**src/include/mcu_pkg.sv**
```systemverilog
// Purpose: Shared constants and types for the instruction decode and timing block.
// Assumes: Single system clock; cycle counts are whole system clock cycles.
// Notes:   Opcode classes carry no codes; the decoder picks them from the opcode.
package mcu_pkg;
	// Instruction lengths in bytes.
	localparam logic [1:0] LEN_1 = 2'h1;
	localparam logic [1:0] LEN_2 = 2'h2;
	localparam logic [1:0] LEN_3 = 2'h3;
	// Execution times in system clock cycles.
	localparam logic [3:0] CYC_1 = 4'h1;
	localparam logic [3:0] CYC_2 = 4'h2;
	localparam logic [3:0] CYC_3 = 4'h3;
	localparam logic [3:0] CYC_4 = 4'h4;
	localparam logic [3:0] CYC_5 = 4'h5;
	localparam logic [3:0] CYC_6 = 4'h6;
	localparam logic [3:0] CYC_8 = 4'h8;
	// Stack pointer value after reset.
	localparam logic [7:0] STACK_RESET = 8'h07;
	// Direct addresses from here upward select special function registers.
	localparam logic [7:0] SPECIAL_BASE = 8'h80;
	// Lowest program counter bit kept by a page target.
	localparam int PAGE_LSB = 11;
	// Spare opcode that runs as a no-operation.
	localparam logic [7:0] OP_SPARE = 8'hA5;
	typedef enum logic [4:0] {
		CL_PLAIN, CL_PG_JUMP, CL_PG_CALL, CL_FAR_JUMP, CL_FAR_CALL, CL_REL_JUMP, CL_JMP_IND,
		CL_JC, CL_JNC, CL_JZ, CL_JNZ, CL_DEC_JUMP, CL_JB, CL_JNB, CL_JB_CLR,
		CL_CMP_AD, CL_CMP_AI, CL_CMP_OP, CL_TBL_DP, CL_TBL_PC,
		CL_EXT_RI_RD, CL_EXT_RI_WR, CL_EXT_DP_RD, CL_EXT_DP_WR,
		CL_LOAD_DP, CL_PUSH, CL_POP, CL_NIB_XCH, CL_RET
	} mcu_class_t;
	typedef enum logic {
		ST_READY,
		ST_EXEC
	} mcu_state_t;
endpackage : mcu_pkg

```
**src/hw/mcu_op_decode.sv**
```systemverilog
// Purpose: Opcode to class, byte length and not-taken / taken cycle counts.
// Assumes: Purely combinational; the caller registers the results.
// Notes:   Groups follow the low opcode nibble, with bank register and pointer forms first.
`timescale 1ns/100ps
`default_nettype none
module mcu_op_decode
	import mcu_pkg::*;
(
	// Opcode
	input  wire logic [7:0] opcode_in,
	// Decode results
	output logic       [1:0] len_out,
	output logic       [3:0] cyc_nt_out,
	output logic       [3:0] cyc_tk_out,
	output var mcu_class_t   cls_out
);
	always_comb begin
		len_out    = LEN_1;
		cyc_nt_out = CYC_1;
		cyc_tk_out = CYC_1;
		cls_out    = CL_PLAIN;
		if (opcode_in[3]) begin
			unique case (opcode_in[7:4])
				4'h7, 4'h8, 4'hA: begin
					len_out = LEN_2; cyc_nt_out = CYC_2; cyc_tk_out = CYC_2;
				end
				4'hB: begin
					len_out = LEN_3; cyc_nt_out = CYC_3; cyc_tk_out = CYC_5; cls_out = CL_CMP_OP;
				end
				4'hD: begin
					len_out = LEN_2; cyc_nt_out = CYC_2; cyc_tk_out = CYC_4; cls_out = CL_DEC_JUMP;
				end
				4'h0, 4'h1, 4'h2, 4'h3, 4'h4, 4'h5, 4'h6, 4'h9, 4'hC, 4'hE, 4'hF: ;
			endcase
		end else if (opcode_in[2:1] == 2'b11) begin
			cyc_nt_out = CYC_2;
			cyc_tk_out = CYC_2;
			unique case (opcode_in[7:4])
				4'h7, 4'h8, 4'hA: len_out = LEN_2;
				4'hB: begin
					len_out = LEN_3; cyc_nt_out = CYC_4; cyc_tk_out = CYC_6; cls_out = CL_CMP_OP;
				end
				4'hD: cls_out = CL_NIB_XCH;
				4'h0, 4'h1, 4'h2, 4'h3, 4'h4, 4'h5, 4'h6, 4'h9, 4'hC, 4'hE, 4'hF: ;
			endcase
		end else begin
			unique case (opcode_in[3:0])
				4'h0: begin
					unique case (opcode_in[7:4])
						4'h0: ;
						4'h1, 4'h2, 4'h3: begin
							len_out = LEN_3; cyc_nt_out = CYC_3; cyc_tk_out = CYC_5;
							cls_out = (opcode_in[5:4] == 2'b01) ? CL_JB_CLR :
								(opcode_in[5:4] == 2'b10) ? CL_JB : CL_JNB;
						end
						4'h4, 4'h5, 4'h6, 4'h7: begin
							len_out = LEN_2; cyc_nt_out = CYC_2; cyc_tk_out = CYC_4;
							cls_out = (opcode_in[5:4] == 2'b00) ? CL_JC :
								(opcode_in[5:4] == 2'b01) ? CL_JNC :
								(opcode_in[5:4] == 2'b10) ? CL_JZ : CL_JNZ;
						end
						4'h8: begin
							len_out = LEN_2; cyc_nt_out = CYC_4; cyc_tk_out = CYC_4; cls_out = CL_REL_JUMP;
						end
						4'h9: begin
							len_out = LEN_3; cyc_nt_out = CYC_3; cyc_tk_out = CYC_3; cls_out = CL_LOAD_DP;
						end
						4'hA, 4'hB, 4'hC, 4'hD: begin
							len_out = LEN_2; cyc_nt_out = CYC_2; cyc_tk_out = CYC_2;
							cls_out = (opcode_in[7:4] == 4'hC) ? CL_PUSH :
								(opcode_in[7:4] == 4'hD) ? CL_POP : CL_PLAIN;
						end
						4'hE, 4'hF: begin
							cyc_nt_out = CYC_3; cyc_tk_out = CYC_3;
							cls_out = opcode_in[4] ? CL_EXT_DP_WR : CL_EXT_DP_RD;
						end
					endcase
				end
				4'h1: begin
					len_out = LEN_2; cyc_nt_out = CYC_4; cyc_tk_out = CYC_4;
					cls_out = opcode_in[4] ? CL_PG_CALL : CL_PG_JUMP;
				end
				4'h2, 4'h3: begin
					unique case (opcode_in[7:4])
						4'h0, 4'h1: begin
							if (opcode_in[0]) begin
								cls_out = CL_PLAIN;
							end else begin
								len_out = LEN_3; cyc_nt_out = CYC_5; cyc_tk_out = CYC_5;
								cls_out = opcode_in[4] ? CL_FAR_CALL : CL_FAR_JUMP;
							end
						end
						4'h2, 4'h3: begin
							if (!opcode_in[0]) begin
								cyc_nt_out = CYC_6; cyc_tk_out = CYC_6; cls_out = CL_RET;
							end
						end
						4'h4, 4'h5, 4'h6: begin
							len_out    = opcode_in[0] ? LEN_3 : LEN_2;
							cyc_nt_out = opcode_in[0] ? CYC_3 : CYC_2;
							cyc_tk_out = cyc_nt_out;
						end
						4'h7, 4'h8, 4'h9, 4'hA, 4'hB, 4'hC, 4'hD: begin
							if (opcode_in[0]) begin
								// Carry-only and accumulator forms, table reads, indirect jump.
								unique case (opcode_in[7:4])
									4'h7: begin
										cyc_nt_out = CYC_4; cyc_tk_out = CYC_4; cls_out = CL_JMP_IND;
									end
									4'h8, 4'h9: begin
										cyc_nt_out = CYC_3; cyc_tk_out = CYC_3;
										cls_out = opcode_in[4] ? CL_TBL_DP : CL_TBL_PC;
									end
									4'hA, 4'hB, 4'hC, 4'hD: ;
								endcase
							end else begin
								len_out = LEN_2; cyc_nt_out = CYC_2; cyc_tk_out = CYC_2;
							end
						end
						4'hE, 4'hF: begin
							cyc_nt_out = CYC_3; cyc_tk_out = CYC_3;
							cls_out = opcode_in[4] ? CL_EXT_RI_WR : CL_EXT_RI_RD;
						end
					endcase
				end
				4'h4: begin
					unique case (opcode_in[7:4])
						4'h2, 4'h3, 4'h4, 4'h5, 4'h6, 4'h7, 4'h9: begin
							len_out = LEN_2; cyc_nt_out = CYC_2; cyc_tk_out = CYC_2;
						end
						4'h8: begin
							cyc_nt_out = CYC_8; cyc_tk_out = CYC_8;
						end
						4'hA: begin
							cyc_nt_out = CYC_4; cyc_tk_out = CYC_4;
						end
						4'hB: begin
							len_out = LEN_3; cyc_nt_out = CYC_3; cyc_tk_out = CYC_5; cls_out = CL_CMP_AI;
						end
						4'h0, 4'h1, 4'hC, 4'hD, 4'hE, 4'hF: ;
					endcase
				end
				4'h5: begin
					len_out = LEN_2; cyc_nt_out = CYC_2; cyc_tk_out = CYC_2;
					unique case (opcode_in[7:4])
						4'h7, 4'h8: begin
							len_out = LEN_3; cyc_nt_out = CYC_3; cyc_tk_out = CYC_3;
						end
						4'hA: begin
							len_out = LEN_1; cyc_nt_out = CYC_1; cyc_tk_out = CYC_1;
						end
						4'hB, 4'hD: begin
							len_out = LEN_3; cyc_nt_out = CYC_3; cyc_tk_out = CYC_5;
							cls_out = opcode_in[6] ? CL_DEC_JUMP : CL_CMP_AD;
						end
						4'h0, 4'h1, 4'h2, 4'h3, 4'h4, 4'h5, 4'h6, 4'h9, 4'hC, 4'hE, 4'hF: ;
					endcase
				end
				default: ;
			endcase
		end
	end
endmodule : mcu_op_decode
`default_nettype wire

```
**src/hw/mcu_instruction_timing.sv**
```systemverilog
// Purpose: Decode one issued instruction, time it to the cycle and produce its effects.
// Assumes: The core issues only while ready_out is high; inputs are synchronous.
// Notes:   Decode results are held from the issue edge until the next issue.
`timescale 1ns/100ps
`default_nettype none
module mcu_instruction_timing
	import mcu_pkg::*;
(
	// Clock and reset
	input  wire logic        clk_sys_in,
	input  wire logic        rst_n_in,
	// Instruction issue
	input  wire logic        issue_in,
	input  wire logic [7:0]  opcode_in,
	input  wire logic [7:0]  op1_in,
	input  wire logic [7:0]  op2_in,
	input  wire logic [15:0] pc_in,
	// Core state
	input  wire logic [7:0]  acc_in,
	input  wire logic        carry_in,
	input  wire logic        bit_value_in,
	input  wire logic [7:0]  operand_in,
	input  wire logic [15:0] data_pointer_in,
	input  wire logic [1:0]  bank_select_field_in,
	input  wire logic [7:0]  code_byte_in,
	// Sequencing
	output logic             ready_out,
	output logic             done_out,
	// Decode results
	output logic [1:0]       length_out,
	output logic [3:0]       cycles_out,
	output logic             taken_out,
	output logic [15:0]      new_pc_out,
	// Operand addressing
	output logic [7:0]       bank_reg_addr_out,
	output logic [7:0]       pointer_reg_addr_out,
	output logic             op1_is_special_out,
	output logic             op2_is_special_out,
	// Stack
	output logic [7:0]       stack_pointer_out,
	output logic [7:0]       stack_addr_out,
	output logic             stack_wr_out,
	// Memory side effects
	output logic [15:0]      code_addr_out,
	output logic [15:0]      ext_addr_out,
	output logic             ext_rd_out,
	output logic             ext_wr_out,
	output logic             bit_clear_out,
	output logic             acc_wr_out,
	output logic [7:0]       acc_data_out,
	output logic             mem_wr_out,
	output logic [7:0]       mem_data_out
);
	logic [1:0]  dec_len;
	logic [3:0]  dec_nt;
	logic [3:0]  dec_tk;
	mcu_class_t  dec_cls;
	logic        accept;
	logic [15:0] next_pc;
	logic [7:0]  rel_byte;
	logic [15:0] rel_target;
	logic [15:0] page_target;
	logic [15:0] full_target;
	logic [15:0] branch_target;
	logic [4:0]  page_now;
	logic [7:0]  dec_value;
	logic        cond_taken;
	logic        jump_uncond;
	logic        take;
	logic [3:0]  cycles_nxt;
	logic        finishing;
	mcu_state_t  state_r;
	logic [3:0]  remain_r;
	logic        table_pend_r;
	logic        nib_pend_r;
	logic [7:0]  nib_acc_r;
	logic [7:0]  nib_mem_r;

	mcu_op_decode u_decode (
		.opcode_in  (opcode_in),
		.len_out    (dec_len),
		.cyc_nt_out (dec_nt),
		.cyc_tk_out (dec_tk),
		.cls_out    (dec_cls)
	);

	assign accept      = issue_in && ready_out;
	assign next_pc     = pc_in + {14'h0000, dec_len};
	assign rel_byte    = (dec_len == LEN_3) ? op2_in : op1_in;
	assign rel_target  = next_pc + {{8{rel_byte[7]}}, rel_byte};
	assign page_target = {next_pc[15:PAGE_LSB], opcode_in[7:5], op1_in};
	assign full_target = {op1_in, op2_in};
	assign page_now    = next_pc[15:PAGE_LSB];
	assign dec_value   = operand_in - 8'h01;
	assign finishing   = (state_r == ST_EXEC) && (remain_r == CYC_1);

	// Branch condition and destination.
	always_comb begin
		cond_taken    = 1'b0;
		jump_uncond   = 1'b0;
		branch_target = rel_target;
		unique case (dec_cls)
			CL_JC:         cond_taken = carry_in;
			CL_JNC:        cond_taken = !carry_in;
			CL_JZ:         cond_taken = (acc_in == 8'h00);
			CL_JNZ:        cond_taken = (acc_in != 8'h00);
			CL_JB, CL_JB_CLR: cond_taken = bit_value_in;
			CL_JNB:        cond_taken = !bit_value_in;
			CL_CMP_AD:     cond_taken = (acc_in != operand_in);
			CL_CMP_AI:     cond_taken = (acc_in != op1_in);
			CL_CMP_OP:     cond_taken = (operand_in != op1_in);
			CL_DEC_JUMP:   cond_taken = (dec_value != 8'h00);
			CL_REL_JUMP:   jump_uncond = 1'b1;
			CL_PG_JUMP, CL_PG_CALL: begin
				jump_uncond   = 1'b1;
				branch_target = page_target;
			end
			CL_FAR_JUMP, CL_FAR_CALL: begin
				jump_uncond   = 1'b1;
				branch_target = full_target;
			end
			CL_JMP_IND: begin
				jump_uncond   = 1'b1;
				branch_target = data_pointer_in + {8'h00, acc_in};
			end
			default: ;
		endcase
		take       = cond_taken || jump_uncond;
		cycles_nxt = take ? dec_tk : dec_nt;
	end

	// Cycle sequencer: ready and done rise together in the last cycle.
	always_ff @(posedge clk_sys_in or negedge rst_n_in) begin
		if (!rst_n_in) begin
			state_r   <= ST_READY;
			remain_r  <= 4'h0;
			ready_out <= 1'b1;
			done_out  <= 1'b0;
		end else if (accept) begin
			remain_r  <= cycles_nxt - CYC_1;
			ready_out <= (cycles_nxt == CYC_1);
			done_out  <= (cycles_nxt == CYC_1);
			state_r   <= (cycles_nxt == CYC_1) ? ST_READY : ST_EXEC;
		end else begin
			unique case (state_r)
				ST_READY: done_out <= 1'b0;
				ST_EXEC: begin
					remain_r  <= remain_r - CYC_1;
					ready_out <= finishing;
					done_out  <= finishing;
					if (finishing) begin
						state_r <= ST_READY;
					end
				end
			endcase
		end
	end

	// Decode results held for the life of the instruction.
	always_ff @(posedge clk_sys_in or negedge rst_n_in) begin
		if (!rst_n_in) begin
			length_out           <= 2'h0;
			cycles_out           <= 4'h0;
			taken_out            <= 1'b0;
			new_pc_out           <= 16'h0000;
			bank_reg_addr_out    <= 8'h00;
			pointer_reg_addr_out <= 8'h00;
			op1_is_special_out   <= 1'b0;
			op2_is_special_out   <= 1'b0;
			code_addr_out        <= 16'h0000;
			ext_addr_out         <= 16'h0000;
		end else if (accept) begin
			length_out           <= dec_len;
			cycles_out           <= cycles_nxt;
			taken_out            <= take;
			new_pc_out           <= take ? branch_target : next_pc;
			bank_reg_addr_out    <= {3'b000, bank_select_field_in, opcode_in[2:0]};
			pointer_reg_addr_out <= {3'b000, bank_select_field_in, 2'b00, opcode_in[0]};
			op1_is_special_out   <= (op1_in >= SPECIAL_BASE);
			op2_is_special_out   <= (op2_in >= SPECIAL_BASE);
			code_addr_out        <= ((dec_cls == CL_TBL_PC) ? next_pc : data_pointer_in) +
				{8'h00, acc_in};
			ext_addr_out         <= (dec_cls == CL_EXT_RI_RD || dec_cls == CL_EXT_RI_WR) ?
				{8'h00, operand_in} : data_pointer_in;
		end
	end

	// Stack pointer; a push or call stores at the already incremented address.
	always_ff @(posedge clk_sys_in or negedge rst_n_in) begin
		if (!rst_n_in) begin
			stack_pointer_out <= STACK_RESET;
			stack_addr_out    <= 8'h00;
			stack_wr_out      <= 1'b0;
		end else begin
			stack_wr_out <= 1'b0;
			if (accept) begin
				unique case (dec_cls)
					CL_PUSH, CL_PG_CALL, CL_FAR_CALL: begin
						stack_addr_out    <= stack_pointer_out + 8'h01;
						stack_pointer_out <= stack_pointer_out +
							((dec_cls == CL_PUSH) ? 8'h01 : 8'h02);
						stack_wr_out      <= 1'b1;
					end
					CL_POP, CL_RET: begin
						stack_addr_out    <= stack_pointer_out;
						stack_pointer_out <= stack_pointer_out -
							((dec_cls == CL_POP) ? 8'h01 : 8'h02);
					end
					default: ;
				endcase
			end
		end
	end

	// Side-effect strobes; accumulator and memory writes land in the last cycle.
	always_ff @(posedge clk_sys_in or negedge rst_n_in) begin
		if (!rst_n_in) begin
			bit_clear_out <= 1'b0;
			ext_rd_out    <= 1'b0;
			ext_wr_out    <= 1'b0;
			table_pend_r  <= 1'b0;
			nib_pend_r    <= 1'b0;
			nib_acc_r     <= 8'h00;
			nib_mem_r     <= 8'h00;
			acc_wr_out    <= 1'b0;
			acc_data_out  <= 8'h00;
			mem_wr_out    <= 1'b0;
			mem_data_out  <= 8'h00;
		end else begin
			bit_clear_out <= accept && (dec_cls == CL_JB_CLR) && bit_value_in;
			ext_rd_out    <= accept && (dec_cls == CL_EXT_RI_RD || dec_cls == CL_EXT_DP_RD);
			ext_wr_out    <= accept && (dec_cls == CL_EXT_RI_WR || dec_cls == CL_EXT_DP_WR);
			acc_wr_out    <= finishing && (table_pend_r || nib_pend_r);
			mem_wr_out    <= finishing && nib_pend_r;
			if (accept) begin
				table_pend_r <= (dec_cls == CL_TBL_DP || dec_cls == CL_TBL_PC);
				nib_pend_r   <= (dec_cls == CL_NIB_XCH);
				nib_acc_r    <= {acc_in[7:4], operand_in[3:0]};
				nib_mem_r    <= {operand_in[7:4], acc_in[3:0]};
			end
			if (finishing) begin
				acc_data_out <= table_pend_r ? code_byte_in : nib_acc_r;
				mem_data_out <= nib_mem_r;
			end
		end
	end

	property p_ext_cycles;
		@(posedge clk_sys_in) disable iff (!rst_n_in)
		accept && (dec_cls inside {CL_EXT_RI_RD, CL_EXT_RI_WR, CL_EXT_DP_RD, CL_EXT_DP_WR})
		|=> (!done_out && length_out == LEN_1)[*2] ##1 done_out;
	endproperty
	a_ext_cycles: assert property (p_ext_cycles) else $error("external move timing wrong");

	property p_code_read;
		@(posedge clk_sys_in) disable iff (!rst_n_in)
		accept && (dec_cls inside {CL_TBL_DP, CL_TBL_PC})
		|=> !done_out[*2] ##1 (done_out && acc_wr_out && acc_data_out == $past(code_byte_in));
	endproperty
	a_code_read: assert property (p_code_read) else $error("code table read wrong");

	property p_dp_load;
		@(posedge clk_sys_in) disable iff (!rst_n_in)
		accept && dec_cls == CL_LOAD_DP |=> (length_out == LEN_3 && !ready_out)[*2] ##1 done_out;
	endproperty
	a_dp_load: assert property (p_dp_load) else $error("pointer load timing wrong");

	property p_short_branch;
		@(posedge clk_sys_in) disable iff (!rst_n_in)
		accept && dec_len == LEN_2 && (dec_cls inside {CL_JC, CL_JNC, CL_JZ, CL_JNZ, CL_DEC_JUMP})
		|=> if (taken_out) (!done_out[*3] ##1 done_out) else (!done_out ##1 done_out);
	endproperty
	a_short_branch: assert property (p_short_branch) else $error("short branch timing wrong");

	property p_bit_taken;
		@(posedge clk_sys_in) disable iff (!rst_n_in)
		accept && take && (dec_cls inside {CL_JB, CL_JNB, CL_JB_CLR, CL_CMP_AD, CL_CMP_AI})
		|=> !done_out[*4] ##1 done_out;
	endproperty
	a_bit_taken: assert property (p_bit_taken) else $error("taken bit jump timing wrong");

	property p_ind_compare;
		@(posedge clk_sys_in) disable iff (!rst_n_in)
		accept && dec_cls == CL_CMP_OP && !opcode_in[3] && !take
		|=> !done_out[*3] ##1 done_out;
	endproperty
	a_ind_compare: assert property (p_ind_compare) else $error("indirect compare timing wrong");

	property p_page_jump;
		@(posedge clk_sys_in) disable iff (!rst_n_in)
		accept && (dec_cls inside {CL_PG_JUMP, CL_PG_CALL})
		|=> new_pc_out[15:PAGE_LSB] == $past(page_now) && cycles_out == CYC_4;
	endproperty
	a_page_jump: assert property (p_page_jump) else $error("page target wrong");

	property p_long_jump;
		@(posedge clk_sys_in) disable iff (!rst_n_in)
		accept && (dec_cls inside {CL_FAR_JUMP, CL_FAR_CALL})
		|=> new_pc_out == $past(full_target) && length_out == LEN_3 && cycles_out == CYC_5;
	endproperty
	a_long_jump: assert property (p_long_jump) else $error("long target wrong");

	property p_rel_jump;
		@(posedge clk_sys_in) disable iff (!rst_n_in)
		accept && dec_cls == CL_REL_JUMP |=> new_pc_out == $past(rel_target) && cycles_out == CYC_4;
	endproperty
	a_rel_jump: assert property (p_rel_jump) else $error("relative target wrong");

	property p_spare_nop;
		@(posedge clk_sys_in) disable iff (!rst_n_in)
		accept && opcode_in == OP_SPARE |=> done_out && ready_out && length_out == LEN_1;
	endproperty
	a_spare_nop: assert property (p_spare_nop) else $error("spare opcode not a no-operation");

	property p_push_order;
		@(posedge clk_sys_in) disable iff (!rst_n_in)
		accept && dec_cls == CL_PUSH
		|=> stack_wr_out && stack_addr_out == $past(stack_pointer_out) + 8'h01 &&
			stack_pointer_out == stack_addr_out;
	endproperty
	a_push_order: assert property (p_push_order) else $error("push not pre-incremented");

	property p_bit_clear;
		@(posedge clk_sys_in) disable iff (!rst_n_in)
		bit_clear_out |-> $past(accept) && $past(dec_cls) == CL_JB_CLR && $past(bit_value_in) &&
			taken_out;
	endproperty
	a_bit_clear: assert property (p_bit_clear) else $error("bit cleared without taken jump");

	property p_bank_map;
		@(posedge clk_sys_in) disable iff (!rst_n_in)
		accept |=> bank_reg_addr_out[4:3] == $past(bank_select_field_in) &&
			bank_reg_addr_out[7:5] == 3'b000 && op1_is_special_out == ($past(op1_in) >= SPECIAL_BASE);
	endproperty
	a_bank_map: assert property (p_bank_map) else $error("bank or direct address map wrong");
endmodule : mcu_instruction_timing
`default_nettype wire

```
**config.mk**
```make
export PLATFORM = sky130hd
export DESIGN_NAME = mcu_instruction_timing
export DESIGN_NICKNAME = d
export VERILOG_FILES = /design/src/include/mcu_pkg.sv /design/src/hw/mcu_op_decode.sv /design/src/hw/mcu_instruction_timing.sv
export SDC_FILE = /design/constraint.sdc
export NUM_CORES = 1
export LEC_CHECK = 0
export BUFFER_PORTS_ARGS = -buffer_cell sky130_fd_sc_hd__clkbuf_2
export CORE_ASPECT_RATIO = 0.9
export CORE_MARGIN = 4
export CORE_UTILIZATION = 61
export DETAILED_ROUTE_END_ITERATION = 16
export GPL_ROUTABILITY_DRIVEN = 1
export PLACE_DENSITY = 0.88
export SYNTH_ARGS = -nofsm -noshare
export SYNTH_HDL_FRONTEND = slang
export SYNTH_HIERARCHICAL = 1
export SYNTH_SLANG_ARGS = --single-unit
```
**constraint.sdc**
```tcl
create_clock -name clk_sys_in -period 3.4 [get_ports clk_sys_in]
set_input_delay 0.51 -clock clk_sys_in [delete_from_list [all_inputs] [get_ports clk_sys_in]]
set_output_delay 0.51 -clock clk_sys_in [all_outputs]
set_load 0.02 [all_outputs]
```
==> impl_table.tex, run 1 <==
\begin{tabular}{lr}
\hline
Metric & Value \\
\hline
\multicolumn{2}{l}{\textbf{Global routing}} \\
\quad Global router's overall resource usage & 84.02\% \\
\quad Remaining global-route overflow & 188 \\
\quad Pin count of the biggest net entering global routing & 104 \\
\multicolumn{2}{l}{\textbf{Synthesis}} \\
\quad Cell type with the largest total area after synthesis & sky130\_fd\_sc\_hd\_\_dfrtp\_1 \\
\quad Seq/Total Area, Yosys & 31.22\% \\
\quad Main synth FF type & sky130\_fd\_sc\_hd\_\_dfrtp\_1 \\
\quad \#FFs+latches synth & 125 \\
\quad Fraction of synthesized cell area taken by the top area cell type & 30.17\% \\
\quad Area contributors post-synth & sky130\_fd\_sc\_hd\_\_dfrtp\_1, sky130\_fd\_sc\_hd\_\_nand2\_1, sky130\_fd\_sc\_hd\_\_ha\_1 \\
\quad Cell area after technology mapping & 10040 um\^{}2 \\
\quad Mean instance size in the synthesized netlist & 8.315 um\^{}2 \\
\quad Post-synthesis async set-or-reset flop share & 100.0\% \\
\quad Count of flip-flops with a built-in enable after synthesis & 0 \\
\quad Number of distinct library cells after synthesis & 85 \\
\quad Count of warnings emitted by yosys & 6 \\
\quad Post-synthesis cell count & 1207 \\
\multicolumn{2}{l}{\textbf{Placement}} \\
\quad Gp weighted congestion & 1.079 \\
\quad Port-buffer cells & 191 \\
\quad Final HPWL DP & 29980 um \\
\multicolumn{2}{l}{\textbf{Run status}} \\
\quad Halt Reason & [ERROR GRT-0232] Routing congestion too high. Check the congestion heatmap in the GUI. \\
\quad Failed at & global routing \\
\quad Run status & stopped before the end \\
\multicolumn{2}{l}{\textbf{Clock network}} \\
\quad Clock tree buffer depth & 2 \\
\quad H-tree depth & 4 \\
\quad Library cell used as clock root buffer & sky130\_fd\_sc\_hd\_\_clkbuf\_16 \\
\quad Clock sink count & 125 \\
\quad Total clock buffers created by CTS & 17 \\
\multicolumn{2}{l}{\textbf{Floorplanning}} \\
\quad Floorplan row count & 44 \\
\quad Die Y & 129.7 um \\
\quad DIE WIDTH & 143.2 um \\
\quad \# IOs & 200 \\
\quad Initial Util & 62.22\% \\
\multicolumn{2}{l}{\textbf{STA}} \\
\quad Worst ep type & register data pin \\
\quad Last worst endpoint in the global-route repair\_timing & code\_addr\_out[10]\$\_DFFE\_PN0P\_/D \\
\hline
\end{tabular}
-- routing by layer --
metal,overflow,GRT usage (%)
met1,7,82.40
met2,101,97.35
met3,4,73.03
met4,75,87.09
met5,1,39.21
-- cells in the mapped netlist, drive strengths merged, types with 32 or more instances --
cell type / number
nand2: 207
dfrtp: 121
o21ai: 115
nor2: 73
a21oi: 66
ha: 50
buf: 49
xnor2: 42
mux2i: 40
xor2: 39
inv: 34
clkbuf: 32
-- kinds of logic after synthesis --
group                      count (synthesis)  synth area share [%]
other                                      1               0.03737
muxes                                     66                 7.056
and+or+nand+nor                          431                 20.83
xor gates and xnor gates                  81                 7.144
AOI/OAI and AO/OA                        333                 21.06
DFF                                      125                 31.22
adders and majority gates                 55                 7.231
buffers and inverters                    115                 5.423
-- metrics by stage --
step / worst slack [ns] / std cells / instance area, um^2
3_3_place_gp: -1.485 / 1772 / 12910
2_1_floorplan: -1.398 / 1214 / 10300
4_1_cts: -1.068 / 1841 / 14420
3_5_place_dp: -1.688 / 1772 / 12910
-- timing repair --
item | 4_1_cts
endpoints found under the setup margin | 58
resized for setup | 142
hold buffers | 0
buffers inserted | 37
pin swaps | 58
==> run 2, diff against run 1 <==
--- a/config.mk
+++ b/config.mk
@@ -6,12 +6,11 @@
 export NUM_CORES = 1
 export LEC_CHECK = 0
 export BUFFER_PORTS_ARGS = -buffer_cell sky130_fd_sc_hd__clkbuf_2
-export CORE_ASPECT_RATIO = 0.9
 export CORE_MARGIN = 4
-export CORE_UTILIZATION = 61
+export CORE_UTILIZATION = 40
 export DETAILED_ROUTE_END_ITERATION = 16
 export GPL_ROUTABILITY_DRIVEN = 1
-export PLACE_DENSITY = 0.88
+export PLACE_DENSITY_LB_ADDON = 0.15
 export SYNTH_ARGS = -nofsm -noshare
 export SYNTH_HDL_FRONTEND = slang
 export SYNTH_HIERARCHICAL = 1
==> run 2 against run 1 <==
- the flow now finishes, with violations (setup timing)
- synthesized cell count unchanged
- synthesized area unchanged
==> impl_table.tex, run 2 <==
\begin{tabular}{lr}
\hline
Metric & Value \\
\hline
\multicolumn{2}{l}{\textbf{Clock network}} \\
\quad TritonCTS clock tree & built \\
\quad Source-to-sink clock delay at the later pin of the worst-skew pair & 0.43 ns \\
\quad Library cell used as clock root buffer & sky130\_fd\_sc\_hd\_\_clkbuf\_16 \\
\quad Clock sink count & 125 \\
\quad Clock tree buffer depth & 2 \\
\quad H-tree depth & 4 \\
\quad Total clock buffers created by CTS & 17 \\
\quad Clock-pin slew of the registers on the worst-case setup and hold paths & 0.07 ns \\
\quad Hold-fix buffer count after cts & 0 \\
\multicolumn{2}{l}{\textbf{Final layout}} \\
\quad Commonest cells after routing, fill and taps aside & sky130\_fd\_sc\_hd\_\_buf\_4, sky130\_fd\_sc\_hd\_\_nand2\_1, sky130\_fd\_sc\_hd\_\_clkbuf\_2, sky130\_fd\_sc\_hd\_\_dfrtp\_1, sky130\_fd\_sc\_hd\_\_nor2\_1 \\
\quad Registers with the most flip-flops & code\_addr\_out: 16 flops, ext\_addr\_out: 16 flops, new\_pc\_out: 16 flops \\
\quad Most frequent standard cell in the layout excluding fill and tap cells & sky130\_fd\_sc\_hd\_\_buf\_4 \\
\quad Number of filler instances in the final layout & 2093 \\
\quad Area overhead of the layout relative to synthesis & 55.45\% \\
\quad Ratio of cells with drive above 1 in the final layout & 46.69\% \\
\quad ANT cells & 0 \\
\quad Nets & 1808 \\
\multicolumn{2}{l}{\textbf{Route}} \\
\quad Total detailed-routing wirelength & 39150 um \\
\quad Via count of the routed design & 10940 \\
\quad Post-route ant nets & 0 \\
\quad First-iteration detailed-routing DRC count & 899 \\
\quad DR vias/cell & 5.460 \\
\quad Drt first pass iters & 6 \\
\quad Total DRC errors in the routed layout & 0 \\
\quad Average wire length per cell after detail routing & 19.54 um \\
\multicolumn{2}{l}{\textbf{Run}} \\
\quad Max-cap violations & 0 \\
\multicolumn{2}{l}{\textbf{Synthesis}} \\
\quad Mean instance size in the synthesized netlist & 8.315 um\^{}2 \\
\quad Count of flip-flops with a built-in enable after synthesis & 0 \\
\quad Cell area after technology mapping & 10040 um\^{}2 \\
\quad Fraction of synthesized cell area taken by the top area cell type & 30.17\% \\
\quad Area contributors post-synth & sky130\_fd\_sc\_hd\_\_dfrtp\_1, sky130\_fd\_sc\_hd\_\_nand2\_1, sky130\_fd\_sc\_hd\_\_ha\_1 \\
\quad Main synth FF type & sky130\_fd\_sc\_hd\_\_dfrtp\_1 \\
\quad Seq/Total Area, Yosys & 31.22\% \\
\quad Post-synthesis cell count & 1207 \\
\quad Count of warnings emitted by yosys & 6 \\
\quad \#FFs+latches synth & 125 \\
\quad Post-synthesis async set-or-reset flop share & 100.0\% \\
\quad Cell type with the largest total area after synthesis & sky130\_fd\_sc\_hd\_\_dfrtp\_1 \\
\quad Most repeated cell in the gate-level netlist after synthesis & sky130\_fd\_sc\_hd\_\_nand2\_1 \\
\quad Synth cell count leaders & sky130\_fd\_sc\_hd\_\_nand2\_1, sky130\_fd\_sc\_hd\_\_dfrtp\_1, sky130\_fd\_sc\_hd\_\_o21ai\_0 \\
\quad Number of distinct library cells after synthesis & 85 \\
\multicolumn{2}{l}{\textbf{STA}} \\
\quad Number of setup violations in the final report & 46 \\
\quad Fmax & 229.1 MHz \\
\quad Final slew viol count & 0 \\
\quad Headroom to the max-slew limit & 51.88\% \\
\quad Crit path time final & 4.364 ns \\
\quad Final total negative setup slack & -27.06 ns \\
\quad Worst-case clock skew & 0.01112 ns \\
\quad Count of final hold-check violations & 0 \\
\quad Unrepaired setup endpoints after global routing & yes \\
\quad Fin worst setup slack & -0.9643 ns \\
\quad Portion of the clock cycle consumed by the worst path in the final layout & 128.4\% \\
\quad Slew @ Worst Pin & 0.7218 ns \\
\multicolumn{2}{l}{\textbf{Global routing}} \\
\quad Global route hottest layer & met2 \\
\quad Number of global-route vias before repair & 11000 \\
\quad GR met1 Demand/Resource & 37.51\% \\
\quad Global router's overall resource usage & 27.33\% \\
\quad Pin count of the biggest net entering global routing & 67 \\
\quad Met3 capacity usage during global routing & 5.546\% \\
\quad Global Route met2 Usage & 43.48\% \\
\quad Initial antenna violation count & 0 \\
\quad Wire length of the first global-routing pass & 61020 um \\
\quad Remaining global-route overflow & 0 \\
\multicolumn{2}{l}{\textbf{Critical path}} \\
\quad Data arrival, critical path & 4.65 ns \\
\quad Critical setup path kind & in -> reg \\
\quad Critical path capture point type & register \\
\quad Worst Setup Start Kind & input pin \\
\quad Peak fanout along the critical path & 7 \\
\quad Required time of the worst setup path & 3.68 ns \\
\multicolumn{2}{l}{\textbf{Worst hold path}} \\
\quad Type of the tightest min-delay check & in -> async \\
\multicolumn{2}{l}{\textbf{Placement}} \\
\quad Port-buffer cells & 191 \\
\quad Worst slack at placement & -1.702 ns \\
\quad Gp weighted congestion & 0.9658 \\
\quad Final HPWL DP & 28690 um \\
\multicolumn{2}{l}{\textbf{Floorplanning}} \\
\quad Standard cell core area & 24530 um\^{}2 \\
\quad DIE WIDTH & 166.4 um \\
\quad Full die area & 27690 um\^{}2 \\
\quad Floorplan row count & 57 \\
\quad Die Y & 166.4 um \\
\quad \# IOs & 200 \\
\quad Initial Util & 40.91\% \\
\multicolumn{2}{l}{\textbf{Run status}} \\
\quad Failing checks & setup timing \\
\quad Run status & finished with violations \\
\multicolumn{2}{l}{\textbf{Power and ir drop}} \\
\quad Static leakage & 7.184 nW \\
\quad Max VDD drop & 0.3669 mV \\
\quad Total Power & 8.486 mW \\
\quad Power density over the cells & 543.9 nW/um\^{}2 \\
\hline
\end{tabular}
[run 2: worst paths after layout]
kind	startpoint	to	slack, ns	cells after the start
max	opcode_in[5]	code_addr_out[14]	-0.96	22
min	rst_n_in	stack_pointer_out[6]	0.08	1
max reg2reg	stack_pointer_out[0]	stack_pointer_out[7]	1.35	11
min reg2reg	nib_mem_r[4]	nib_mem_r[4]	0.47	2
max in group asynchronous	rst_n_in	ext_addr_out[8]	2.53	2
min in group clk_sys_in	bank_select_field_in[1]	pointer_reg_addr_out[4]	0.28	3
[run 2: timing repair]
item | CTS | global route
endpoints found under the setup margin | 49 | 58
buffers inserted | 53 | 27
pin swaps | 88 | 86
cloned | 1 | 0
gates resized for setup | 188 | 103
[run 2: area by class of cell]
| type | instances | area [um^2] | share of cell area [%] |
|---|---|---|---|
| clock inverters | 15 | 141.4 | 0.9063 |
| well taps | 324 | 405.4 | 2.598 |
| repair buffers | 514 | 3672 | 23.54 |
| clock buffers | 17 | 425.4 | 2.727 |
| flip-flops and latches | 125 | 3133 | 20.08 |
| inverters | 34 | 140.1 | 0.8982 |
| multi-input cells | 974 | 7684 | 49.25 |
[run 2: cells by family (layout without fill, tap and decap cells)]
family,count (synthesis),in the layout,synth area share (%)
and+or+nand+nor,431,431,20.83
AOI/OAI and AO/OA,333,333,21.06
DFF,125,125,31.22
buffers and inverters,115,580,5.423
xor gates and xnor gates,81,81,7.144
muxes,66,66,7.056
adders and majority gates,55,55,7.231
other,1,8,0.03737
[run 2: per-stage QoR]
step,hold slack [ns],util (%),std cells,instance area [um^2]
6_report,0.08492,63.59,2003,15600
3_5_place_dp,0.4589,53.48,1897,13120
3_3_place_gp,0.4554,53.48,1897,13120
4_1_cts,0.1043,61.10,1981,14990
5_1_grt,0.1185,63.59,2003,15600
2_1_floorplan,0.2144,-,1214,10300
[run 2: worst max-delay path, stage by stage]
cell and delay (ns):
sky130_fd_sc_hd__clkbuf_16 0.14, sky130_fd_sc_hd__ha_4 0.19, sky130_fd_sc_hd__buf_6 0.13, sky130_fd_sc_hd__buf_4 0.13, sky130_fd_sc_hd__o31ai_1 0.39, sky130_fd_sc_hd__a21oi_4 0.07
sky130_fd_sc_hd__a211oi_2 0.19, sky130_fd_sc_hd__a21oi_2 0.07, sky130_fd_sc_hd__ha_2 0.21, sky130_fd_sc_hd__fa_2 0.43, sky130_fd_sc_hd__buf_6 0.15, sky130_fd_sc_hd__xor2_4 0.18
sky130_fd_sc_hd__mux2_4 0.29, sky130_fd_sc_hd__ha_4 0.22, sky130_fd_sc_hd__a21oi_2 0.13, sky130_fd_sc_hd__nor2b_2 0.07, sky130_fd_sc_hd__o31a_1 0.29, sky130_fd_sc_hd__o41ai_4 0.34
sky130_fd_sc_hd__nand2b_4 0.22, sky130_fd_sc_hd__nor4_4 0.05, sky130_fd_sc_hd__xnor2_1 0.18, sky130_fd_sc_hd__o21ai_1 0.07
[run 2: power by group]
group          total [mW]  internal, mW  switching, mW
combinational        4.18          1.77           2.41
clock                1.82          1.02          0.803
sequential           2.49          2.09          0.403
total                8.49          4.87           3.61
[run 2: layer usage]
metal	vias up	part of all wire [%]
met4	0	2.8
met5	-	0
met1	5221	45
met2	398	46
met3	72	6.7
li1	5246	-
Power figures use the tool's default switching activity.
==> run 3, diff against run 2 <==
--- a/config.mk
+++ b/config.mk
@@ -11,6 +11,7 @@
 export DETAILED_ROUTE_END_ITERATION = 16
 export GPL_ROUTABILITY_DRIVEN = 1
 export PLACE_DENSITY_LB_ADDON = 0.15
+export REMOVE_ABC_BUFFERS = 1
 export SYNTH_ARGS = -nofsm -noshare
 export SYNTH_HDL_FRONTEND = slang
 export SYNTH_HIERARCHICAL = 1
==> run 3 against run 2 <==
- the run still ends with setup timing left
- combinational power hardly changed
- via count is 1.7% higher
- worst setup slack worse by 0.060 ns
- non-clock buffer count is 12 higher
- hold slack worse by 0.015 ns
- global-route usage is 0.56 points lower
- wire length is 0.37% higher
- sequential power hardly changed
- largest cell class unchanged
- power is 0.99% higher
==> impl_table.tex, run 3 (same netlist as run 2, synthesis figures left out) <==
\begin{tabular}{lr}
\hline
Metric & Value \\
\hline
\multicolumn{2}{l}{\textbf{Clock network}} \\
\quad Clock sink count & 125 \\
\quad Clock-pin slew of the registers on the worst-case setup and hold paths & 0.07 ns \\
\quad Source-to-sink clock delay at the later pin of the worst-skew pair & 0.43 ns \\
\quad Clock tree buffer depth & 2 \\
\quad H-tree depth & 4 \\
\quad TritonCTS clock tree & built \\
\quad Library cell used as clock root buffer & sky130\_fd\_sc\_hd\_\_clkbuf\_16 \\
\quad Total clock buffers created by CTS & 17 \\
\multicolumn{2}{l}{\textbf{Critical path}} \\
\quad Required time of the worst setup path & 3.75 ns \\
\quad Cell-by-cell listing of the critical path & clkbuf\_16 > buf\_6 > ha\_4 > buf\_12 > or4\_4 > o2111a\_2 > nor4\_4 > o22ai\_4 > ha\_1 > a21oi\_2 > or2b\_1 > xnor2\_2 > buf\_4 > ha\_4 > o21a\_1 > o31a\_1 > o21ai\_2 > o311a\_1 > or3\_4 > a21oi\_2 > o21ai\_1 > a31oi\_1 \\
\quad Delay-heaviest family, CP & compound AO/OA/AOI/OAI gates \\
\quad End point of the critical path & new\_pc\_out[14] \\
\quad Count of buffering cells on the critical path with inverters included & 4 \\
\quad Startpoint of the lowest-slack register-to-register path & stack\_pointer\_out[0] \\
\quad Critical path capture point type & register \\
\quad Cells on worst reg2reg path & 11 \\
\quad Launching instance or port of the critical path & opcode\_in[5] \\
\quad Peak fanout along the critical path & 4 \\
\quad Register-to-register path setup slack & 1.40 ns \\
\quad Worst Setup Start Kind & input pin \\
\quad Critical setup path kind & in -> reg \\
\quad Data arrival, critical path & 4.78 ns \\
\quad Worst reg2reg path endpoint & stack\_pointer\_out[6] \\
\quad Delay of the slowest critical-path stage & 0.42 ns \\
\quad Slowest cell on the critical path & sky130\_fd\_sc\_hd\_\_or4\_4 \\
\quad Critical path depth & 22 \\
\multicolumn{2}{l}{\textbf{Placement}} \\
\quad Gp weighted congestion & 0.9323 \\
\quad Cell Area, Placed & 12860 um\^{}2 \\
\quad Port-buffer cells & 191 \\
\quad Number of placed cells counting well taps & 1882 \\
\quad Final HPWL DP & 27840 um \\
\multicolumn{2}{l}{\textbf{Global routing}} \\
\quad Number of global-route vias before repair & 10850 \\
\quad Global router's overall resource usage & 26.77\% \\
\quad Remaining global-route overflow & 0 \\
\quad Wire length of the first global-routing pass & 60030 um \\
\quad Pin count of the biggest net entering global routing & 110 \\
\quad Initial antenna violation count & 2 \\
\multicolumn{2}{l}{\textbf{STA}} \\
\quad Portion of the clock cycle consumed by the worst path in the final layout & 130.1\% \\
\quad Crit path time final & 4.424 ns \\
\quad Count of final hold-check violations & 0 \\
\quad Fin worst setup slack & -1.024 ns \\
\quad Worst-case clock skew & 0.008936 ns \\
\quad Headroom to the max-slew limit & 56.46\% \\
\quad Unrepaired setup endpoints after global routing & yes \\
\quad Final hold slack & 0.06965 ns \\
\quad Final slew viol count & 0 \\
\quad Final total negative setup slack & -33.01 ns \\
\quad Fmax & 226.0 MHz \\
\quad Slew @ Worst Pin & 0.6349 ns \\
\quad Number of setup violations in the final report & 58 \\
\multicolumn{2}{l}{\textbf{Final layout}} \\
\quad Number of filler instances in the final layout & 2103 \\
\quad Registers with the most flip-flops & code\_addr\_out: 16 flops, ext\_addr\_out: 16 flops, new\_pc\_out: 16 flops \\
\quad Commonest cells after routing, fill and taps aside & sky130\_fd\_sc\_hd\_\_buf\_4, sky130\_fd\_sc\_hd\_\_nand2\_1, sky130\_fd\_sc\_hd\_\_clkbuf\_2, sky130\_fd\_sc\_hd\_\_dfrtp\_1, sky130\_fd\_sc\_hd\_\_o21ai\_0 \\
\quad Multi-input gate area in the final layout & 7672 um\^{}2 \\
\quad Post-layout instance area & 15810 um\^{}2 \\
\quad Sequential cell area & 3133 um\^{}2 \\
\quad Ratio of cells with drive above 1 in the final layout & 47.90\% \\
\quad Number of standard cells in the final layout excluding fillers & 2016 \\
\quad Nets & 1820 \\
\quad Most frequent standard cell in the layout excluding fill and tap cells & sky130\_fd\_sc\_hd\_\_buf\_4 \\
\quad Area overhead of the layout relative to synthesis & 57.57\% \\
\multicolumn{2}{l}{\textbf{Power and ir drop}} \\
\quad Power density over the cells & 541.9 nW/um\^{}2 \\
\quad Total Power & 8.570 mW \\
\quad Max VDD drop & 0.3417 mV \\
\quad Static leakage & 7.264 nW \\
\multicolumn{2}{l}{\textbf{Route}} \\
\quad Via count of the routed design & 11130 \\
\quad DR vias/cell & 5.519 \\
\quad First-iteration detailed-routing DRC count & 880 \\
\quad Drt first pass iters & 6 \\
\quad Post-route ant nets & 0 \\
\quad Total DRC errors in the routed layout & 0 \\
\quad Average wire length per cell after detail routing & 19.49 um \\
\quad Total detailed-routing wirelength & 39290 um \\
\multicolumn{2}{l}{\textbf{Floorplanning}} \\
\quad DIE WIDTH & 166.4 um \\
\quad \# IOs & 200 \\
\quad Die Y & 166.4 um \\
\quad Floorplan row count & 57 \\
\quad Standard cell core area & 24530 um\^{}2 \\
\quad Initial Util & 40.91\% \\
\quad Full die area & 27690 um\^{}2 \\
\multicolumn{2}{l}{\textbf{Run}} \\
\quad Max-cap violations & 0 \\
\multicolumn{2}{l}{\textbf{Worst hold path}} \\
\quad Type of the tightest min-delay check & in -> async \\
\multicolumn{2}{l}{\textbf{Run status}} \\
\quad Failing checks & setup timing \\
\quad Run status & finished with violations \\
\hline
\end{tabular}
## run 3: cell count changes in the layout (fill, tap and decap cells not counted), moves of 7 or more
cell	change
sky130_fd_sc_hd__o21ai_2	+8
sky130_fd_sc_hd__nor2_1	-9
sky130_fd_sc_hd__buf_4	-7
sky130_fd_sc_hd__nor2_2	+10
sky130_fd_sc_hd__buf_6	+9
## run 3: layer usage
layer | GRT usage (%) | part of all wire [%]
met1 | 36.91 | 44
met2 | 43.68 | 47
met3 | 4.189 | 6.3
met4 | 7.791 | 2.4
met5 | 0 | 0.033
## run 3: cell type report
class / count / area share [%]
Clock inverter: 15 / 1.060
Antenna cell: 1 / 0.01582
Clock buffer: 17 / 2.690
Multi-Input combinational cell: 974 / 48.52
Timing Repair Buffer: 526 / 24.49
Sequential cell: 125 / 19.81
Tap cell: 324 / 2.563
Inverter: 34 / 0.8545
## run 3: how the worst min path moves through the flow
stage,endpoint,from,depth (start not counted)
2_1_floorplan,acc_data_out[0],rst_n_in,0
3_3_place_gp,nib_mem_r[4],nib_mem_r[4],2
3_5_place_dp,nib_mem_r[4],nib_mem_r[4],2
4_1_cts,stack_addr_out[3],rst_n_in,1
5_1_grt,stack_addr_out[3],rst_n_in,1
6_report,stack_addr_out[3],rst_n_in,1
## run 3: per-stage QoR
| stage | setup WS, ns | utilization (%) |
|---|---|---|
| 5_1_grt | -1.198 | 64.46 |
| 3_3_place_gp | -1.870 | 52.41 |
| 2_1_floorplan | -2.668 | - |
| 6_report | -1.024 | 64.46 |
| 4_1_cts | -0.8971 | 61.56 |
| 3_5_place_dp | -1.908 | 52.41 |
## run 3: repair_timing
item / in CTS / in global routing
setup buffers: 97 / 35
endpoints found under the setup margin: 54 / 59
resized for setup: 246 / 132
hold buffers: 0 / 0
cloned: 2 / 3
pin swaps: 94 / 72
## run 3: where the power goes
group | internal, mW | switching (mW)
clock | 1.05 | 0.850
sequential | 2.08 | 0.393
combinational | 1.80 | 2.40
total | 4.93 | 3.64
==> run 4, diff against run 3 <==
--- a/config.mk
+++ b/config.mk
@@ -6,7 +6,7 @@
 export NUM_CORES = 1
 export LEC_CHECK = 0
 export BUFFER_PORTS_ARGS = -buffer_cell sky130_fd_sc_hd__clkbuf_2
-export CORE_MARGIN = 4
+export CORE_MARGIN = 1.5
 export CORE_UTILIZATION = 40
 export DETAILED_ROUTE_END_ITERATION = 16
 export GPL_ROUTABILITY_DRIVEN = 1
==> run 4 against run 3 <==
- sequential power barely moved
- cell area fell by 1.6%
- non-clock buffer count fell by 31
- power is 0.12% higher
- the run still ends with setup timing left
- core utilization is 0.86 points lower
- clock power about the same
- die area down 5.9%
- via count fell by 2.4%
- register-to-register slack got worse by 0.12 ns
- combinational power about the same
- largest cell class unchanged
==> impl_table.tex, run 4 (same netlist as run 2, synthesis figures left out) <==
\begin{tabular}{lr}
\hline
Metric & Value \\
\hline
\multicolumn{2}{l}{\textbf{STA}} \\
\quad Portion of the clock cycle consumed by the worst path in the final layout & 126.3\% \\
\quad Final slew viol count & 0 \\
\quad Slew @ Worst Pin & 0.8789 ns \\
\quad Fin worst setup slack & -0.8938 ns \\
\quad Number of setup violations in the final report & 57 \\
\quad Final total negative setup slack & -26.95 ns \\
\quad Worst-case clock skew & 0.01272 ns \\
\quad Count of final hold-check violations & 0 \\
\quad Fmax & 232.9 MHz \\
\quad Headroom to the max-slew limit & 40.66\% \\
\quad Unrepaired setup endpoints after global routing & yes \\
\quad Crit path time final & 4.294 ns \\
\multicolumn{2}{l}{\textbf{Route}} \\
\quad DR vias/cell & 5.472 \\
\quad Average wire length per cell after detail routing & 19.73 um \\
\quad Total DRC errors in the routed layout & 0 \\
\quad Via count of the routed design & 10860 \\
\quad Post-route ant nets & 0 \\
\quad Total detailed-routing wirelength & 39170 um \\
\quad First-iteration detailed-routing DRC count & 977 \\
\quad Drt first pass iters & 7 \\
\multicolumn{2}{l}{\textbf{Critical path}} \\
\quad Delay-heaviest family, CP & simple AND/OR/NAND/NOR gates \\
\quad Launching instance or port of the critical path & opcode\_in[5] \\
\quad Worst Setup Start Kind & input pin \\
\quad Most frequent cell on the critical path & sky130\_fd\_sc\_hd\_\_ha\_4 \\
\quad Count of buffering cells on the critical path with inverters included & 3 \\
\quad Worst reg2reg path endpoint & table\_pend\_r \\
\quad Cell-by-cell listing of the critical path & clkbuf\_16 > buf\_6 > ha\_4 > or4\_4 > o2111a\_1 > nor4\_2 > o22ai\_1 > buf\_4 > ha\_4 > a21oi\_4 > or2b\_1 > xnor2\_2 > mux2\_4 > ha\_4 > nor2b\_4 > o31a\_1 > o41ai\_2 > nand2b\_4 > nor4\_4 > xnor2\_1 > o21ai\_1 \\
\quad End point of the critical path & code\_addr\_out[14] \\
\quad Critical path capture point type & register \\
\quad Critical setup path kind & in -> reg \\
\quad Data arrival, critical path & 4.60 ns \\
\quad Register-to-register path setup slack & 1.28 ns \\
\quad Slowest cell on the critical path & sky130\_fd\_sc\_hd\_\_or4\_4 \\
\quad Startpoint of the lowest-slack register-to-register path & ready\_out \\
\quad Delay of the slowest critical-path stage & 0.43 ns \\
\quad Peak fanout along the critical path & 8 \\
\quad Cells on worst reg2reg path & 5 \\
\quad Required time of the worst setup path & 3.71 ns \\
\quad Critical path depth & 21 \\
\multicolumn{2}{l}{\textbf{Final layout}} \\
\quad Commonest cells after routing, fill and taps aside & sky130\_fd\_sc\_hd\_\_buf\_4, sky130\_fd\_sc\_hd\_\_nand2\_1, sky130\_fd\_sc\_hd\_\_clkbuf\_2, sky130\_fd\_sc\_hd\_\_dfrtp\_1, sky130\_fd\_sc\_hd\_\_nor2\_1 \\
\quad Nets & 1789 \\
\quad Sequential cell area & 3133 um\^{}2 \\
\quad Number of filler instances in the final layout & 2111 \\
\quad Multi-input gate area in the final layout & 7677 um\^{}2 \\
\quad Most frequent standard cell in the layout excluding fill and tap cells & sky130\_fd\_sc\_hd\_\_buf\_4 \\
\quad Ratio of cells with drive above 1 in the final layout & 46.87\% \\
\quad Area overhead of the layout relative to synthesis & 55.03\% \\
\quad Registers with the most flip-flops & code\_addr\_out: 16 flops, ext\_addr\_out: 16 flops, new\_pc\_out: 16 flops \\
\quad Final core utilization & 63.60\% \\
\multicolumn{2}{l}{\textbf{Clock network}} \\
\quad TritonCTS clock tree & built \\
\quad Total clock buffers created by CTS & 17 \\
\quad Library cell used as clock root buffer & sky130\_fd\_sc\_hd\_\_clkbuf\_16 \\
\quad Clock-pin slew of the registers on the worst-case setup and hold paths & 0.07 ns \\
\quad Clock sink count & 125 \\
\quad H-tree depth & 4 \\
\quad Hold-fix buffer count after cts & 0 \\
\quad Clock tree buffer depth & 2 \\
\quad Source-to-sink clock delay at the later pin of the worst-skew pair & 0.43 ns \\
\multicolumn{2}{l}{\textbf{Power and ir drop}} \\
\quad Static leakage & 7.096 nW \\
\quad Total Power & 8.580 mW \\
\quad Power density over the cells & 551.5 nW/um\^{}2 \\
\quad Max VDD drop & 0.3853 mV \\
\multicolumn{2}{l}{\textbf{Placement}} \\
\quad Port-buffer cells & 191 \\
\quad Gp weighted congestion & 0.9334 \\
\quad Final HPWL DP & 28090 um \\
\multicolumn{2}{l}{\textbf{Global routing}} \\
\quad Wire length of the first global-routing pass & 60840 um \\
\quad Global router's overall resource usage & 30.08\% \\
\quad Pin count of the biggest net entering global routing & 108 \\
\quad Remaining global-route overflow & 0 \\
\quad Number of global-route vias before repair & 10900 \\
\quad Initial antenna violation count & 1 \\
\multicolumn{2}{l}{\textbf{Run status}} \\
\quad Failing checks & setup timing \\
\quad Run status & finished with violations \\
\multicolumn{2}{l}{\textbf{Worst hold path}} \\
\quad Type of the tightest min-delay check & in -> async \\
\multicolumn{2}{l}{\textbf{Floorplanning}} \\
\quad Die Y & 161.4 um \\
\quad \# IOs & 200 \\
\quad DIE WIDTH & 161.4 um \\
\quad Initial Util & 41.03\% \\
\quad Floorplan row count & 57 \\
\quad Full die area & 26050 um\^{}2 \\
\quad Standard cell core area & 24460 um\^{}2 \\
\multicolumn{2}{l}{\textbf{Run}} \\
\quad Max-cap violations & 0 \\
\hline
\end{tabular}
run 4: cell types whose count changed in the layout (fill, tap and decap cells not counted), sizes merged:
| cell | previous run | this run |
|---|---|---|
| buf | 336 | 303 |
| bufbuf | 0 | 1 |
| clkbuf | 207 | 208 |
| clkinv | 2 | 1 |
| clkinvlp | 2 | 3 |
run 4: per-stage QoR:
stage / cell area (um^2) / hold WS [ns] / setup slack, ns / std cells
3_5_place_dp: 12860 / 0.4614 / -1.921 / 1883
3_3_place_gp: 12860 / 0.4547 / -1.793 / 1883
5_1_grt: 15560 / 0.1329 / -1.074 / 1985
2_1_floorplan: 9646 / 0.2144 / -2.668 / 1133
4_1_cts: 15050 / 0.1043 / -0.8506 / 1977
6_report: 15560 / 0.07675 / -0.8938 / 1985
run 4: how the worst min path moves through the flow:
stage | startpoint | slack, ns | endpoint
finish | rst_n_in | 0.08 | stack_addr_out[0]
global route | rst_n_in | 0.13 | stack_addr_out[0]
CTS | rst_n_in | 0.10 | stack_addr_out[0]
detailed placement | nib_acc_r[6] | 0.46 | nib_acc_r[6]
global placement | nib_mem_r[0] | 0.45 | nib_mem_r[0]
floorplan | rst_n_in | 0.21 | acc_data_out[0]
run 4: what timing repair did:
item,CTS,global route
endpoints found under the setup margin,57,59
gates resized for setup,266,114
pin swaps,112,71
gates cloned,6,1
buffers inserted,60,24
run 4: report_power, final:
group	total (mW)	switching, mW	internal [mW]
sequential	2.47	0.388	2.08
combinational	4.20	2.42	1.78
clock	1.91	0.858	1.05
run 4: area by class of cell:
| cell class | count | share of cell area, % |
|---|---|---|
| clock inverter | 15 | 1.086 |
| sequential | 125 | 20.14 |
| tap | 324 | 2.606 |
| multi-input combinational | 974 | 49.34 |
| clock buffer | 17 | 2.734 |
| inverter | 34 | 0.8524 |
| antenna | 1 | 0.01608 |
| timing repair buffer | 495 | 23.22 |
run 4: routing by layer:
layer  vias up  GRT usage (%)  part of all wire, %  wire length, um
met3        67          3.082                  6.2             2438
met4         0          9.975                  2.2              878
li1       5198              -                    -                -
met2       379          47.76                   46            18050
met5         -              0                    0                0
met1      5217          42.78                   45            17800
